`src/common/acu_defs.vh`:
```
// Purpose: Constants for the accumulator conversion unit.
// Assumes: Included by the design files by bare name.
// Notes:   Operation codes, table character codes and width limits.
`ifndef ACU_DEFS_VH
`define ACU_DEFS_VH

// ----------------------------------------------------------------
// Operation codes
// ----------------------------------------------------------------
`define ACU_OP_NONE    3'h0
`define ACU_OP_LOAD    3'h1
`define ACU_OP_INV     3'h2
`define ACU_OP_ATOH    3'h3
`define ACU_OP_HTOA    3'h4
`define ACU_OP_GRAY    3'h5
`define ACU_OP_SHUF    3'h6

// ----------------------------------------------------------------
// Character codes for the table conversions
// ----------------------------------------------------------------
`define ACU_CH_ZERO    8'h30
`define ACU_CH_NINE    8'h39
`define ACU_CH_UA      8'h41
`define ACU_CH_UF      8'h46

// ----------------------------------------------------------------
// Widths and limits
// ----------------------------------------------------------------
`define ACU_GRAY_BITS  16
`define ACU_ADDR_MAX   16'hffff
`define ACU_HI_ZERO    22'h000000

`endif

```
`src/rtl/acu_core.v`:
```
// Purpose: Accumulator datapath with table conversions and flags.
// Assumes: Memory read data is valid while mem_rd_en_q is high.
// Notes:   One operation at a time; busy blocks new commands.
`timescale 1ns/1ps
`include "acu_defs.vh"
module acu_core (
    // Clock, reset and enable.
    input  wire        sys_clk,
    input  wire        reset_n,
    input  wire        clk_en,
    // Command port.
    input  wire        cmd_valid,
    input  wire [2:0]  cmd_op,
    input  wire [31:0] cmd_operand,
    // Variable memory port, 16-bit words.
    output reg         mem_rd_en_q,
    output reg         mem_wr_en_q,
    output reg  [15:0] mem_addr_q,
    output reg  [15:0] mem_wdata_q,
    input  wire [15:0] mem_rdata,
    // Visible state.
    output reg  [31:0] acc_q,
    output reg  [31:0] stack1_q,
    output reg         busy_q,
    output reg         done_q,
    output reg         operand_overflow_flag,
    output reg         result_zero_flag,
    output reg         result_negative_flag
);

    // ----------------------------------------------------------------
    // Table walk states
    // ----------------------------------------------------------------
    localparam [2:0] ST_IDLE = 3'h0;            // Waiting for a command.
    localparam [2:0] ST_RD   = 3'h1;            // Issue a source read.
    localparam [2:0] ST_WAIT = 3'h2;            // Read data returns.
    localparam [2:0] ST_WR   = 3'h3;            // Write one result word.
    localparam [2:0] ST_WR2  = 3'h4;            // Second word of expansion.

    reg  [2:0]  state_q;                        // Walk state.
    reg  [2:0]  op_q;                           // Operation in flight.
    reg  [15:0] src_q;                          // Next source address.
    reg  [15:0] dst_q;                          // Next destination address.
    reg  [15:0] left_q;                         // Source words remaining.
    reg         half_q;                         // Second source word of a pair.
    reg  [7:0]  pack_q;                         // Packed byte of the latest source word.
    reg  [15:0] word_q;                         // Held source word.

    // ----------------------------------------------------------------
    // Helper functions
    // ----------------------------------------------------------------
    // Character code to digit; bit 4 marks an illegal code.
    function [4:0] ch2hex;
        input [7:0] c;
        begin
            if (c >= `ACU_CH_ZERO && c <= `ACU_CH_NINE)
                ch2hex = {1'b0, c[3:0]};
            else if (c >= `ACU_CH_UA && c <= `ACU_CH_UF)
                ch2hex = {1'b0, c[3:0] + 4'h9};
            else
                ch2hex = 5'h10;
        end
    endfunction

    // Digit to character code.
    function [7:0] hex2ch;
        input [3:0] d;
        begin
            if (d <= 4'h9)
                hex2ch = `ACU_CH_ZERO + {4'h0, d};
            else
                hex2ch = `ACU_CH_UA + {4'h0, d - 4'ha};
        end
    endfunction

    // Gray to binary, then binary to 10-bit BCD (values up to 399).
    function [15:0] gray2bin;
        input [15:0] g;
        integer k;
        begin
            gray2bin[15] = g[15];
            for (k = 14; k >= 0; k = k - 1)
                gray2bin[k] = gray2bin[k+1] ^ g[k];
        end
    endfunction

    function [15:0] bin2bcd;
        input [9:0] b;
        integer k;
        reg [25:0] sh;
        begin
            sh = {16'h0000, b};
            for (k = 0; k < 10; k = k + 1) begin
                if (sh[13:10] > 4'h4) sh[13:10] = sh[13:10] + 4'h3;
                if (sh[17:14] > 4'h4) sh[17:14] = sh[17:14] + 4'h3;
                if (sh[21:18] > 4'h4) sh[21:18] = sh[21:18] + 4'h3;
                if (sh[25:22] > 4'h4) sh[25:22] = sh[25:22] + 4'h3;
                sh = {sh[24:0], 1'b0};
            end
            bin2bcd = sh[25:10];
        end
    endfunction

    // ----------------------------------------------------------------
    // Shuffle network and conversions
    // ----------------------------------------------------------------
    wire [31:0] shuf_w;                         // Shuffled digits.
    acu_shuffle u_shuffle (
        .src_digits (stack1_q),
        .order_spec (acc_q),
        .shuffled   (shuf_w)
    );

    wire [15:0] gbin_w = gray2bin(acc_q[15:0]);
    // Position is the low ten binary bits; counts below 400 map directly.
    wire [15:0] gbcd_w = bin2bcd(gbin_w[9:0]);
    wire [31:0] gray_res_w = {`ACU_HI_ZERO, gbcd_w[9:0]};
    // Offsets for 360/720 count encoders are left to the program.

    wire [4:0]  hi_w = ch2hex(mem_rdata[15:8]);
    wire [4:0]  lo_w = ch2hex(mem_rdata[7:0]);
    wire        start_w = cmd_valid && !busy_q;

    // ----------------------------------------------------------------
    // Main datapath
    // ----------------------------------------------------------------
    // Flags are touched only by operations that own them, so they hold
    // between such operations.
    always @(posedge sys_clk) begin
        if (!reset_n) begin
            acc_q                 <= 32'h00000000;
            stack1_q              <= 32'h00000000;
            busy_q                <= 1'b0;
            done_q                <= 1'b0;
            state_q               <= ST_IDLE;
            op_q                  <= `ACU_OP_NONE;
            src_q                 <= 16'h0000;
            dst_q                 <= 16'h0000;
            left_q                <= 16'h0000;
            half_q                <= 1'b0;
            pack_q                <= 8'h00;
            word_q                <= 16'h0000;
            mem_rd_en_q           <= 1'b0;
            mem_wr_en_q           <= 1'b0;
            mem_addr_q            <= 16'h0000;
            mem_wdata_q           <= 16'h0000;
            operand_overflow_flag <= 1'b0;
            result_zero_flag      <= 1'b0;
            result_negative_flag  <= 1'b0;
        end else if (clk_en) begin
            done_q      <= 1'b0;
            mem_rd_en_q <= 1'b0;
            mem_wr_en_q <= 1'b0;
            case (state_q)
            ST_IDLE: begin
                if (start_w) begin
                    case (cmd_op)
                    `ACU_OP_LOAD: begin
                        stack1_q <= acc_q;
                        acc_q    <= cmd_operand;
                        done_q   <= 1'b1;
                    end
                    `ACU_OP_INV: begin
                        acc_q  <= ~acc_q;
                        done_q <= 1'b1;
                    end
                    `ACU_OP_GRAY: begin
                        acc_q                <= gray_res_w;
                        result_zero_flag     <= (gray_res_w == 32'h00000000);
                        result_negative_flag <= gray_res_w[31];
                        done_q               <= 1'b1;
                    end
                    `ACU_OP_SHUF: begin
                        // Digits in stack, order in accumulator.
                        acc_q                <= shuf_w;
                        result_zero_flag     <= (shuf_w == 32'h00000000);
                        result_negative_flag <= shuf_w[31];
                        done_q               <= 1'b1;
                    end
                    `ACU_OP_ATOH, `ACU_OP_HTOA: begin
                        // Count in stack, source in accumulator.
                        operand_overflow_flag <= (acc_q[31:16] != 16'h0000) ||
                                                 (stack1_q[31:16] != 16'h0000);
                        op_q   <= cmd_op;
                        src_q  <= acc_q[15:0];
                        dst_q  <= cmd_operand[15:0];
                        left_q <= stack1_q[15:0];
                        half_q <= 1'b0;
                        if (acc_q[31:16] != 16'h0000 || stack1_q[31:16] != 16'h0000 ||
                            stack1_q[15:0] == 16'h0000) begin
                            done_q <= 1'b1;
                        end else begin
                            busy_q  <= 1'b1;
                            state_q <= ST_RD;
                        end
                    end
                    default: begin
                        done_q <= 1'b1;
                    end
                    endcase
                end
            end
            ST_RD: begin
                mem_rd_en_q <= 1'b1;
                mem_addr_q  <= src_q;
                src_q       <= src_q + 16'h0001;
                left_q      <= left_q - 16'h0001;
                state_q     <= ST_WAIT;
            end
            ST_WAIT: begin
                // Read data is valid this cycle. The packing path keeps its
                // first byte in word_q, so only the expansion path reloads it.
                state_q <= ST_WR;
                if (op_q == `ACU_OP_ATOH) begin
                    if (hi_w[4] || lo_w[4])
                        operand_overflow_flag <= 1'b1;
                    pack_q <= {hi_w[3:0], lo_w[3:0]};
                end else begin
                    word_q <= mem_rdata;
                end
            end
            ST_WR: begin
                if (op_q == `ACU_OP_ATOH) begin
                    if (!half_q && left_q != 16'h0000) begin
                        half_q  <= 1'b1;
                        word_q  <= {pack_q, 8'h00};
                        state_q <= ST_RD;
                    end else begin
                        mem_wr_en_q <= 1'b1;
                        mem_addr_q  <= dst_q;
                        mem_wdata_q <= half_q ? {word_q[15:8], pack_q} : {pack_q, 8'h00};
                        dst_q       <= dst_q + 16'h0001;
                        half_q      <= 1'b0;
                        state_q     <= (left_q == 16'h0000) ? ST_IDLE : ST_RD;
                    end
                end else begin
                    mem_wr_en_q <= 1'b1;
                    mem_addr_q  <= dst_q;
                    mem_wdata_q <= {hex2ch(word_q[15:12]), hex2ch(word_q[11:8])};
                    dst_q       <= dst_q + 16'h0001;
                    state_q     <= ST_WR2;
                end
                if (op_q == `ACU_OP_ATOH && left_q == 16'h0000 &&
                    (half_q || left_q == 16'h0000)) begin
                    busy_q <= 1'b0;
                    done_q <= 1'b1;
                end
            end
            ST_WR2: begin
                mem_wr_en_q <= 1'b1;
                mem_addr_q  <= dst_q;
                mem_wdata_q <= {hex2ch(word_q[7:4]), hex2ch(word_q[3:0])};
                dst_q       <= dst_q + 16'h0001;
                if (left_q == 16'h0000) begin
                    state_q <= ST_IDLE;
                    busy_q  <= 1'b0;
                    done_q  <= 1'b1;
                end else begin
                    state_q <= ST_RD;
                end
            end
            default: begin
                state_q <= ST_IDLE;
                busy_q  <= 1'b0;
            end
            endcase
        end
    end

endmodule // acu_core

```
`src/rtl/acu_shuffle.v`:
```
// Purpose: Combinational digit shuffle of up to eight hex digits.
// Assumes: Source digits and order word are stable while sampled.
// Notes:   Pure logic; the caller registers the result.
`timescale 1ns/1ps
module acu_shuffle (
    // Operands.
    input  wire [31:0] src_digits,
    input  wire [31:0] order_spec,
    // Result.
    output reg  [31:0] shuffled
);

    // ----------------------------------------------------------------
    // Shuffle network
    // ----------------------------------------------------------------
    // Order digit k (1..8) picks source digit k-1 for that result slot.
    // Scanning from the most significant slot down lets the most significant
    // user of a repeated digit number claim it first; later users stay zero.
    integer i;
    reg     [8:0] owner;                        // Digit number already claimed.
    reg     [3:0] od;                           // Current order digit.
    always @* begin
        shuffled = 32'h00000000;
        owner    = 9'h000;
        od       = 4'h0;
        for (i = 7; i >= 0; i = i - 1) begin
            od = order_spec[i*4 +: 4];
            if (od >= 4'h1 && od <= 4'h8) begin
                if (!owner[od]) begin
                    owner[od] = 1'b1;
                    shuffled[i*4 +: 4] = src_digits[(od-1)*4 +: 4];
                end
            end
            // Digits 0 and 9-F leave the slot at zero.
        end
    end

endmodule // acu_shuffle

```
`config.mk`:
```
export PLATFORM = sky130hd
export DESIGN_NAME = acu_core
export DESIGN_NICKNAME = d
export VERILOG_FILES = /design/src/rtl/acu_core.v /design/src/rtl/acu_shuffle.v
export VERILOG_INCLUDE_DIRS = /design/src /design/src/common
export SDC_FILE = /design/constraint.sdc
export NUM_CORES = 1
export LEC_CHECK = 0
export ABC_AREA = 1
export BUFFER_PORTS_ARGS = -buffer_cell sky130_fd_sc_hd__buf_2
export CORE_ASPECT_RATIO = 2
export CORE_UTILIZATION = 30
export DETAILED_ROUTE_END_ITERATION = 6
export SLEW_MARGIN = 20
export SYNTH_ARGS = -nofsm -noshare
export SYNTH_HDL_FRONTEND = slang
export SYNTH_SLANG_ARGS = --single-unit
export TNS_END_PERCENT = 30
```
`constraint.sdc`:
```
create_clock -name sys_clk -period 7.3 [get_ports sys_clk]
set_clock_uncertainty 0.15 [all_clocks]
set_input_delay 0 -clock sys_clk [delete_from_list [all_inputs] [get_ports sys_clk]]
set_output_delay 0 -clock sys_clk [all_outputs]
set_load 0.1 [all_outputs]
```
== After elaboration in Yosys (flattened, before gate mapping) ==
Memories as Yosys holds them, arrays and structs flattened. A register that Yosys moved wholly into a read port is not among the register bits.
Index checks and enable logic that the tools add are counted.
Word-level totals
  memories: 1
  register bits: 182
  ROM bits: 16
  bits of input ports: 55
  output and inout bits: 103
Memory list
  (no name shown): depth 16, bits a word 1, read ports 1, clocked after Yosys merged registers in 1, wr ports 0, line acu_shuffle.v:29  | if (!owner[od]) begin
Operators by class
  reductions and logical operators: 62
  equality and inequality tests: 22
  shift operators: 8
  mux-type cells: 139
  $lt $le $gt $ge: 55
  add/sub/neg operators: 37
  bitwise logic cells: 23
Operators by type and width (count)
  variable part select 32 x 33 -> 4 bit: 8
  two-way mux 16 bit: 16
  case mux 16 bit (2 select lines): 4
  case mux 32 bit (4 select lines): 1
  two-way mux 9 bit: 14
  two-way mux 4 bit: 29
  case mux 16 bit (3 select lines): 2
  logical NOT 32 bit: 2
  >= comparator 4 x 1 -> 1 bit (second input constant): 15
  OR 9 bit: 6
  <= comparator 4 bit (second input constant): 12
  nonzero test 16 bit: 3
  less-than comparator 4 x 5 -> 1 bit (second input constant): 8
  subtractor 4 x 1 -> 5 bit (second input constant): 8
  two-way mux 1 bit: 39
  adder 4 x 2 -> 4 bit (second input constant): 9
  greater-than comparator 4 x 3 -> 1 bit (second input constant): 9
  adder 16 x 1 -> 16 bit (second input constant): 2
  adder 7 x 4 -> 8 bit (first input constant): 4
  logical NOT 16 bit: 2
  two-way mux 8 bit: 4
  NOT 32 bit: 1
  adder 6 x 4 -> 7 bit (first input constant): 4
  binary-select mux 1 bit (select 4 bit): 7
  other kinds (38): 137

== Logic depth before layout (Yosys ltp) ==
  depth in word-level cells: 37
  depth in mapped cells: 53

== Hierarchy ==
Synthesis repeated with hierarchy kept, for this count alone.
Unflattened totals
  cell total of the unflattened synthesis: 2620
  area, all modules: 16101.7 um^2
Modules (own cells, without submodules)
  acu_core: times used 1, cells each 1642, area an instance 11095.6 um^2
  acu_shuffle: times used 1, cells each 978, area an instance 5006.1 um^2

== Worst setup path after synthesis ==
OpenSTA, ideal clock, no wires.
  path type: reg-to-reg
  start point: reg acc_q[15]
  end point: reg result_zero_flag
  setup slack: -0.815 ns
  stages on the path, launching flop included: 50
  clock period less this slack: 8.115 ns
  data arrival time: 7.894 ns
  path through: dfxtp_1 -> clkinv_1 -> ha_1 -> xor2_1 -> or2_1 -> nand2_1 -> inv_1 -> ha_1 -> ha_1 -> or2_4 -> xnor2_1 -> inv_1 -> ha_1 -> or2_4 -> nand2_4 -> xnor2_1 -> inv_1 -> ha_1 -> (+14 left out) -> ha_1 -> inv_1 -> a21oi_1 -> xnor2_1 -> ha_1 -> inv_1 -> nand2_1 -> nand2_1 -> inv_1 -> nor2_1 -> xor2_1 -> nor4_1 -> nand3_1 -> nor2_1 -> nand4_1 -> nand2_1 -> inv_1 -> a21oi_1
Between the ends
  cells in the longest elaborated chain, start to end: 24
  elaborated cells on any way between the ends: 89
RTL lines
  from (decl): line acu_core.v:22  | output reg [31:0] acc_q,
  from (signal assigned): line acu_core.v:160  | acc_q <= cmd_operand;
  from (signal assigned): line acu_core.v:164  | acc_q <= ~acc_q;
  from (signal assigned): line acu_core.v:168  | acc_q <= gray_res_w;
  bitwise XOR 1 bit (8 in a row): line acu_core.v:83  | gray2bin[k] = gray2bin[k+1] ^ g[k];
  adder 3 x 2 -> 4 bit / greater-than comparator 3 bit (equally long branches): line acu_core.v:94  | if (sh[13:10] > 4'h4) sh[13:10] = sh[13:10] + 4'h3;
  two-way mux 4 bit: line acu_core.v:94
  adder 4 x 2 -> 4 bit / greater-than comparator 4 x 3 -> 1 bit (equally long branches): line acu_core.v:94
  two-way mux 4 bit: line acu_core.v:94
  adder 4 x 2 -> 4 bit / greater-than comparator 4 x 3 -> 1 bit (equally long branches): line acu_core.v:94
  two-way mux 4 bit: line acu_core.v:94
  adder 4 x 2 -> 4 bit (tied with other cells): line acu_core.v:94
  two-way mux 4 bit (on tied branches): line acu_core.v:94, acu_core.v:95
  adder 4 x 2 -> 4 bit (tied with other cells): line acu_core.v:95  | if (sh[17:14] > 4'h4) sh[17:14] = sh[17:14] + 4'h3;
  two-way mux 4 bit (on tied branches): line acu_core.v:95, acu_core.v:94
  adder 4 x 2 -> 4 bit (tied with other cells): line acu_core.v:95
  two-way mux 4 bit (on tied branches): line acu_core.v:95, acu_core.v:94
  adder 4 x 2 -> 4 bit (tied with other cells): line acu_core.v:95
  two-way mux 4 bit (tied with other cells): line acu_core.v:95
  logical NOT 32 bit: line acu_core.v:169  | result_zero_flag <= (gray_res_w == 32'h00000000);
  case mux 1 bit (2 select lines) *: line acu_core.v:157  | case (cmd_op)
  to (signal assigned): line acu_core.v:169
  to (signal assigned): line acu_core.v:176  | result_zero_flag <= (shuf_w == 32'h00000000);
  to (decl): line acu_core.v:27  | output reg result_zero_flag,
Mark *: on every way between the ends. The rest lies on a longest branch, timed or not. The select of a mux whose other input is x is not followed.
A chain may end at the register's enable or synchronous reset.

== Final worst setup path ==
  start point: reg acc_q[15]
  end point: reg acc_q[3]
Between the ends
  cells in the longest elaborated chain, start to end: 23
  elaborated cells on any way between the ends: 63
RTL lines (line)
  bitwise XOR 1 bit (8 in a row): acu_core.v:83
  adder 3 x 2 -> 4 bit / greater-than comparator 3 bit (equally long branches): acu_core.v:94
  two-way mux 4 bit: acu_core.v:94
  adder 4 x 2 -> 4 bit / greater-than comparator 4 x 3 -> 1 bit (equally long branches): acu_core.v:94
  two-way mux 4 bit: acu_core.v:94
  adder 4 x 2 -> 4 bit / greater-than comparator 4 x 3 -> 1 bit (equally long branches): acu_core.v:94
  two-way mux 4 bit: acu_core.v:94
  greater-than comparator 4 x 3 -> 1 bit / adder 4 x 2 -> 4 bit (equally long branches): acu_core.v:94
  two-way mux 4 bit: acu_core.v:94
  adder 4 x 2 -> 4 bit / greater-than comparator 4 x 3 -> 1 bit (equally long branches): acu_core.v:94
  two-way mux 4 bit: acu_core.v:94
  greater-than comparator 4 x 3 -> 1 bit / adder 4 x 2 -> 4 bit (equally long branches): acu_core.v:94
  two-way mux 4 bit: acu_core.v:94
  adder 4 x 2 -> 4 bit / greater-than comparator 4 x 3 -> 1 bit (equally long branches): acu_core.v:94
  two-way mux 4 bit: acu_core.v:94
  case mux 32 bit (4 select lines) *: acu_core.v:157
Marked as above.

==> flow_summary.yaml <==
worst_setup_path:
  critPathMostFrequentCell: "nand2_1"
  required_ns: 7.46
  crit_end: "acc_q[3]"
  crit_path_start: "acc_q[15]"
  worst-setup-path-type: "register to register"
  r2r-end: "acc_q[3]"
  critPathMaxStageDelay_ns: 0.36
  cp.arrival_ns: 6.99
  crit_slowest_cell: "dfxtp_4"
  r2r-start: "acc_q[15]"
  worst-r2r-cell-count: 46
  crit_path_start_kind: "register"
  rrSetupSlack_ns: 0.47
  critical_path.max_fanout: 4
  cp-end-kind: "register"
detailed_routing:
  vias: 18600
  firstDrtPassIters: 6
  drcViolationCount: 0
  routed_wirelength_um: 65800
  viasPerCell: 5.54
  ant_nets: 0
  wl_per_cell_um: 19.6
  drtIter0Drc: 1556
global_route:
  grt_overflow: 0
  grt_use_met2: 0.438
  antenna_found_initial: 0
  met3_usage: 0.0287
  grt_max_degree: 75
  grt_usage: 0.244
  grt_pass1_vias: 17900
  busiest_layer: "met2"
  use_met1: 0.246
  grt_pass1_wl_um: 99300
final_layout:
  final_nets: 2830
  multi_input_area_sq_um: 10500
  drive_above_1_share: 0.128
  syn_to_final_growth_pct: 19.2
  regArea_sq_um: 3660
  antenna_cells: 0
  fillers: 5680
status:
  status: "complete, but fails checks"
  violations: "negative hold slack"
cts:
  clock_sinks: 182
  root_buffer: "clkbuf_16"
  cts.path.max_buffers: 2
  cts_buffers: 17
  cts_tree: "built"
  clk_pin_slew_ns: 0.07
  cts_max_level: 4
  worstSkewPairLatency_ns: 0.47
floorplan:
  die_y_um: 325
  core_area_sq_um: 51700
  rows: 118
  start_util: 0.304
  io_pins: 158
  die_area_sq_um: 53300
  die_w_um: 164
synthesis:
  synth_area_leader_cell: "dfxtp_1"
  syn_inst: 2522
  synth_commonest_cells: "nand2_1, inv_1, a21oi_1, o21ai_0, nor2_1"
  yosys_warnings: 0
  ys.flop_type: "dfxtp_1"
  yosysSeqAreaShare: 0.232
  syn-num-nets: 2659
  yosys-top-cells-area: "dfxtp_1, nand2_1, a21oi_1"
  synth_area_per_cell_sq_um: 6.22
  synth-edff-count: 0
  async_flop_share: 0
  synth_top_area_frac: 0.232
  synthMostInstantiatedCell: "nand2_1"
  synth_seq_cells: 182
  yosysUniqueCellTypes: 66
  syn_area_sq_um: 15700
timing:
  hold_viol: 1
  setup_viol: 0
  max_slew_margin: 0.314
  fin_crit_ns: 6.83
  fin_setup_tns_ns: 0
  whs_ns: -0.0266
  min_period_over_period: 0.936
  tightest_slew_ns: 1.03
  fmax_ghz: 0.146
  maxSlewViolCount: 0
flow_run:
  maxCapViolCount: 0
worst_hold_path:
  hold_class: "input port to register"
placed_design:
  dpl.hpwl_um: 49400
  globalplace.congestion: 0.960
  port_buffers: 157
-- timing repair --
action / 4_1_cts / 5_1_grt
gates resized for setup: 7 / 35
endpoints found under the hold margin: 95 / 0
hold buffers: 64 / 0
pin swaps: 2 / 16
buffers inserted: 1 / 8
endpoints found under the setup margin: 1 / 10
-- worst min-delay path by stage --
stage,from,slack [ns],cells after the start,to
floorplan,clk_en,-0.007,2,done_q
global placement,clk_en,0.13,3,done_q
detailed placement,clk_en,0.13,3,done_q
CTS,cmd_valid,0.01,7,done_q
global route,cmd_valid,0.04,7,done_q
finish,cmd_valid,-0.03,7,done_q
-- placed cells by master (no fill, tap or decap), types with 10 or more instances in the layout --
master / Yosys / routed
buf_2: 1 / 157
nand2_1: 426 / 424
clkbuf_16: 0 / 17
a311oi_1: 10 / 10
dfxtp_1: 182 / 174
xnor2_1: 22 / 19
inv_2: 12 / 19
nor3_1: 42 / 41
o211ai_1: 13 / 13
xor2_1: 39 / 34
nand3_1: 165 / 164
a211oi_1: 29 / 29
nand4_1: 67 / 67
o21ai_0: 289 / 287
nand2_2: 11 / 12
dlygate4sd3_1: 0 / 64
a21oi_1: 289 / 287
ha_1: 82 / 76
nor2_1: 194 / 188
inv_1: 305 / 297
buf_4: 1 / 63
clkinv_1: 14 / 13
a31oi_1: 44 / 44
a221oi_1: 46 / 46
-- worst max-delay path: cells and delay by family, from the launching register on --
family	cells	cell delay, ns
AOI/OAI and AO/OA	4	0.33
xor gates and xnor gates	7	1.46
adders and majority gates	8	1.60
buffers and inverters	10	0.66
DFF	1	0.36
and+or+nand+nor	17	2.09
-- metrics by stage --
step | utilization | area, sq um | hold WS (ns) | worst slack, ns | instances
floorplan | - | 15700 | -0.00712 | 0.00525 | 2522
global placement | 0.334 | 17200 | 0.133 | -0.0917 | 3261
global route | 0.362 | 18700 | 0.0439 | -0.0185 | 3364
detailed placement | 0.334 | 17200 | 0.134 | -0.168 | 3261
CTS | 0.358 | 18500 | 0.0102 | 0.0343 | 3356
finish | 0.362 | 18700 | -0.0266 | 0.467 | 3364
-- logic make-up after synthesis --
logic type / after synthesis / synth area share
DFF: 182 / 0.232
adders and majority gates: 82 / 0.0654
muxes: 5 / 0.00327
and+or+nand+nor: 940 / 0.261
buffers and inverters: 463 / 0.111
AOI/OAI and AO/OA: 786 / 0.289
xor gates and xnor gates: 64 / 0.0372
-- registers in the layout, indices dropped and copies added, names as in the netlist, 3 cells and up --
register / flops
acc_q: 32
src_q: 16
stack1_q: 32
state_q: 3
mem_wdata_q: 16
left_q: 16
dst_q: 16
pack_q: 8
op_q: 3
word_q: 16
mem_addr_q: 16
-- final cells by class --
cell class                      instances  share of cell area
Multi-Input combinational cell       1877               0.562
Sequential cell                       182               0.196
Timing Repair Buffer                  284               0.102
Inverter                              331              0.0667
Tap cell                              660              0.0442
Clock buffer                           24              0.0247
Clock inverter                          6             0.00509
-- layer usage --
metal  up-vias  share of wire  wire, um
met1      8572           0.35     23200
li1       9000              -         -
met3       259          0.054      3530
met4         0          0.089      5890
met2       793           0.50     33200
met5         -              0         0
Power is not shown: default switching activity piles up to over one toggle a cycle in this logic, so the estimate is an artifact.
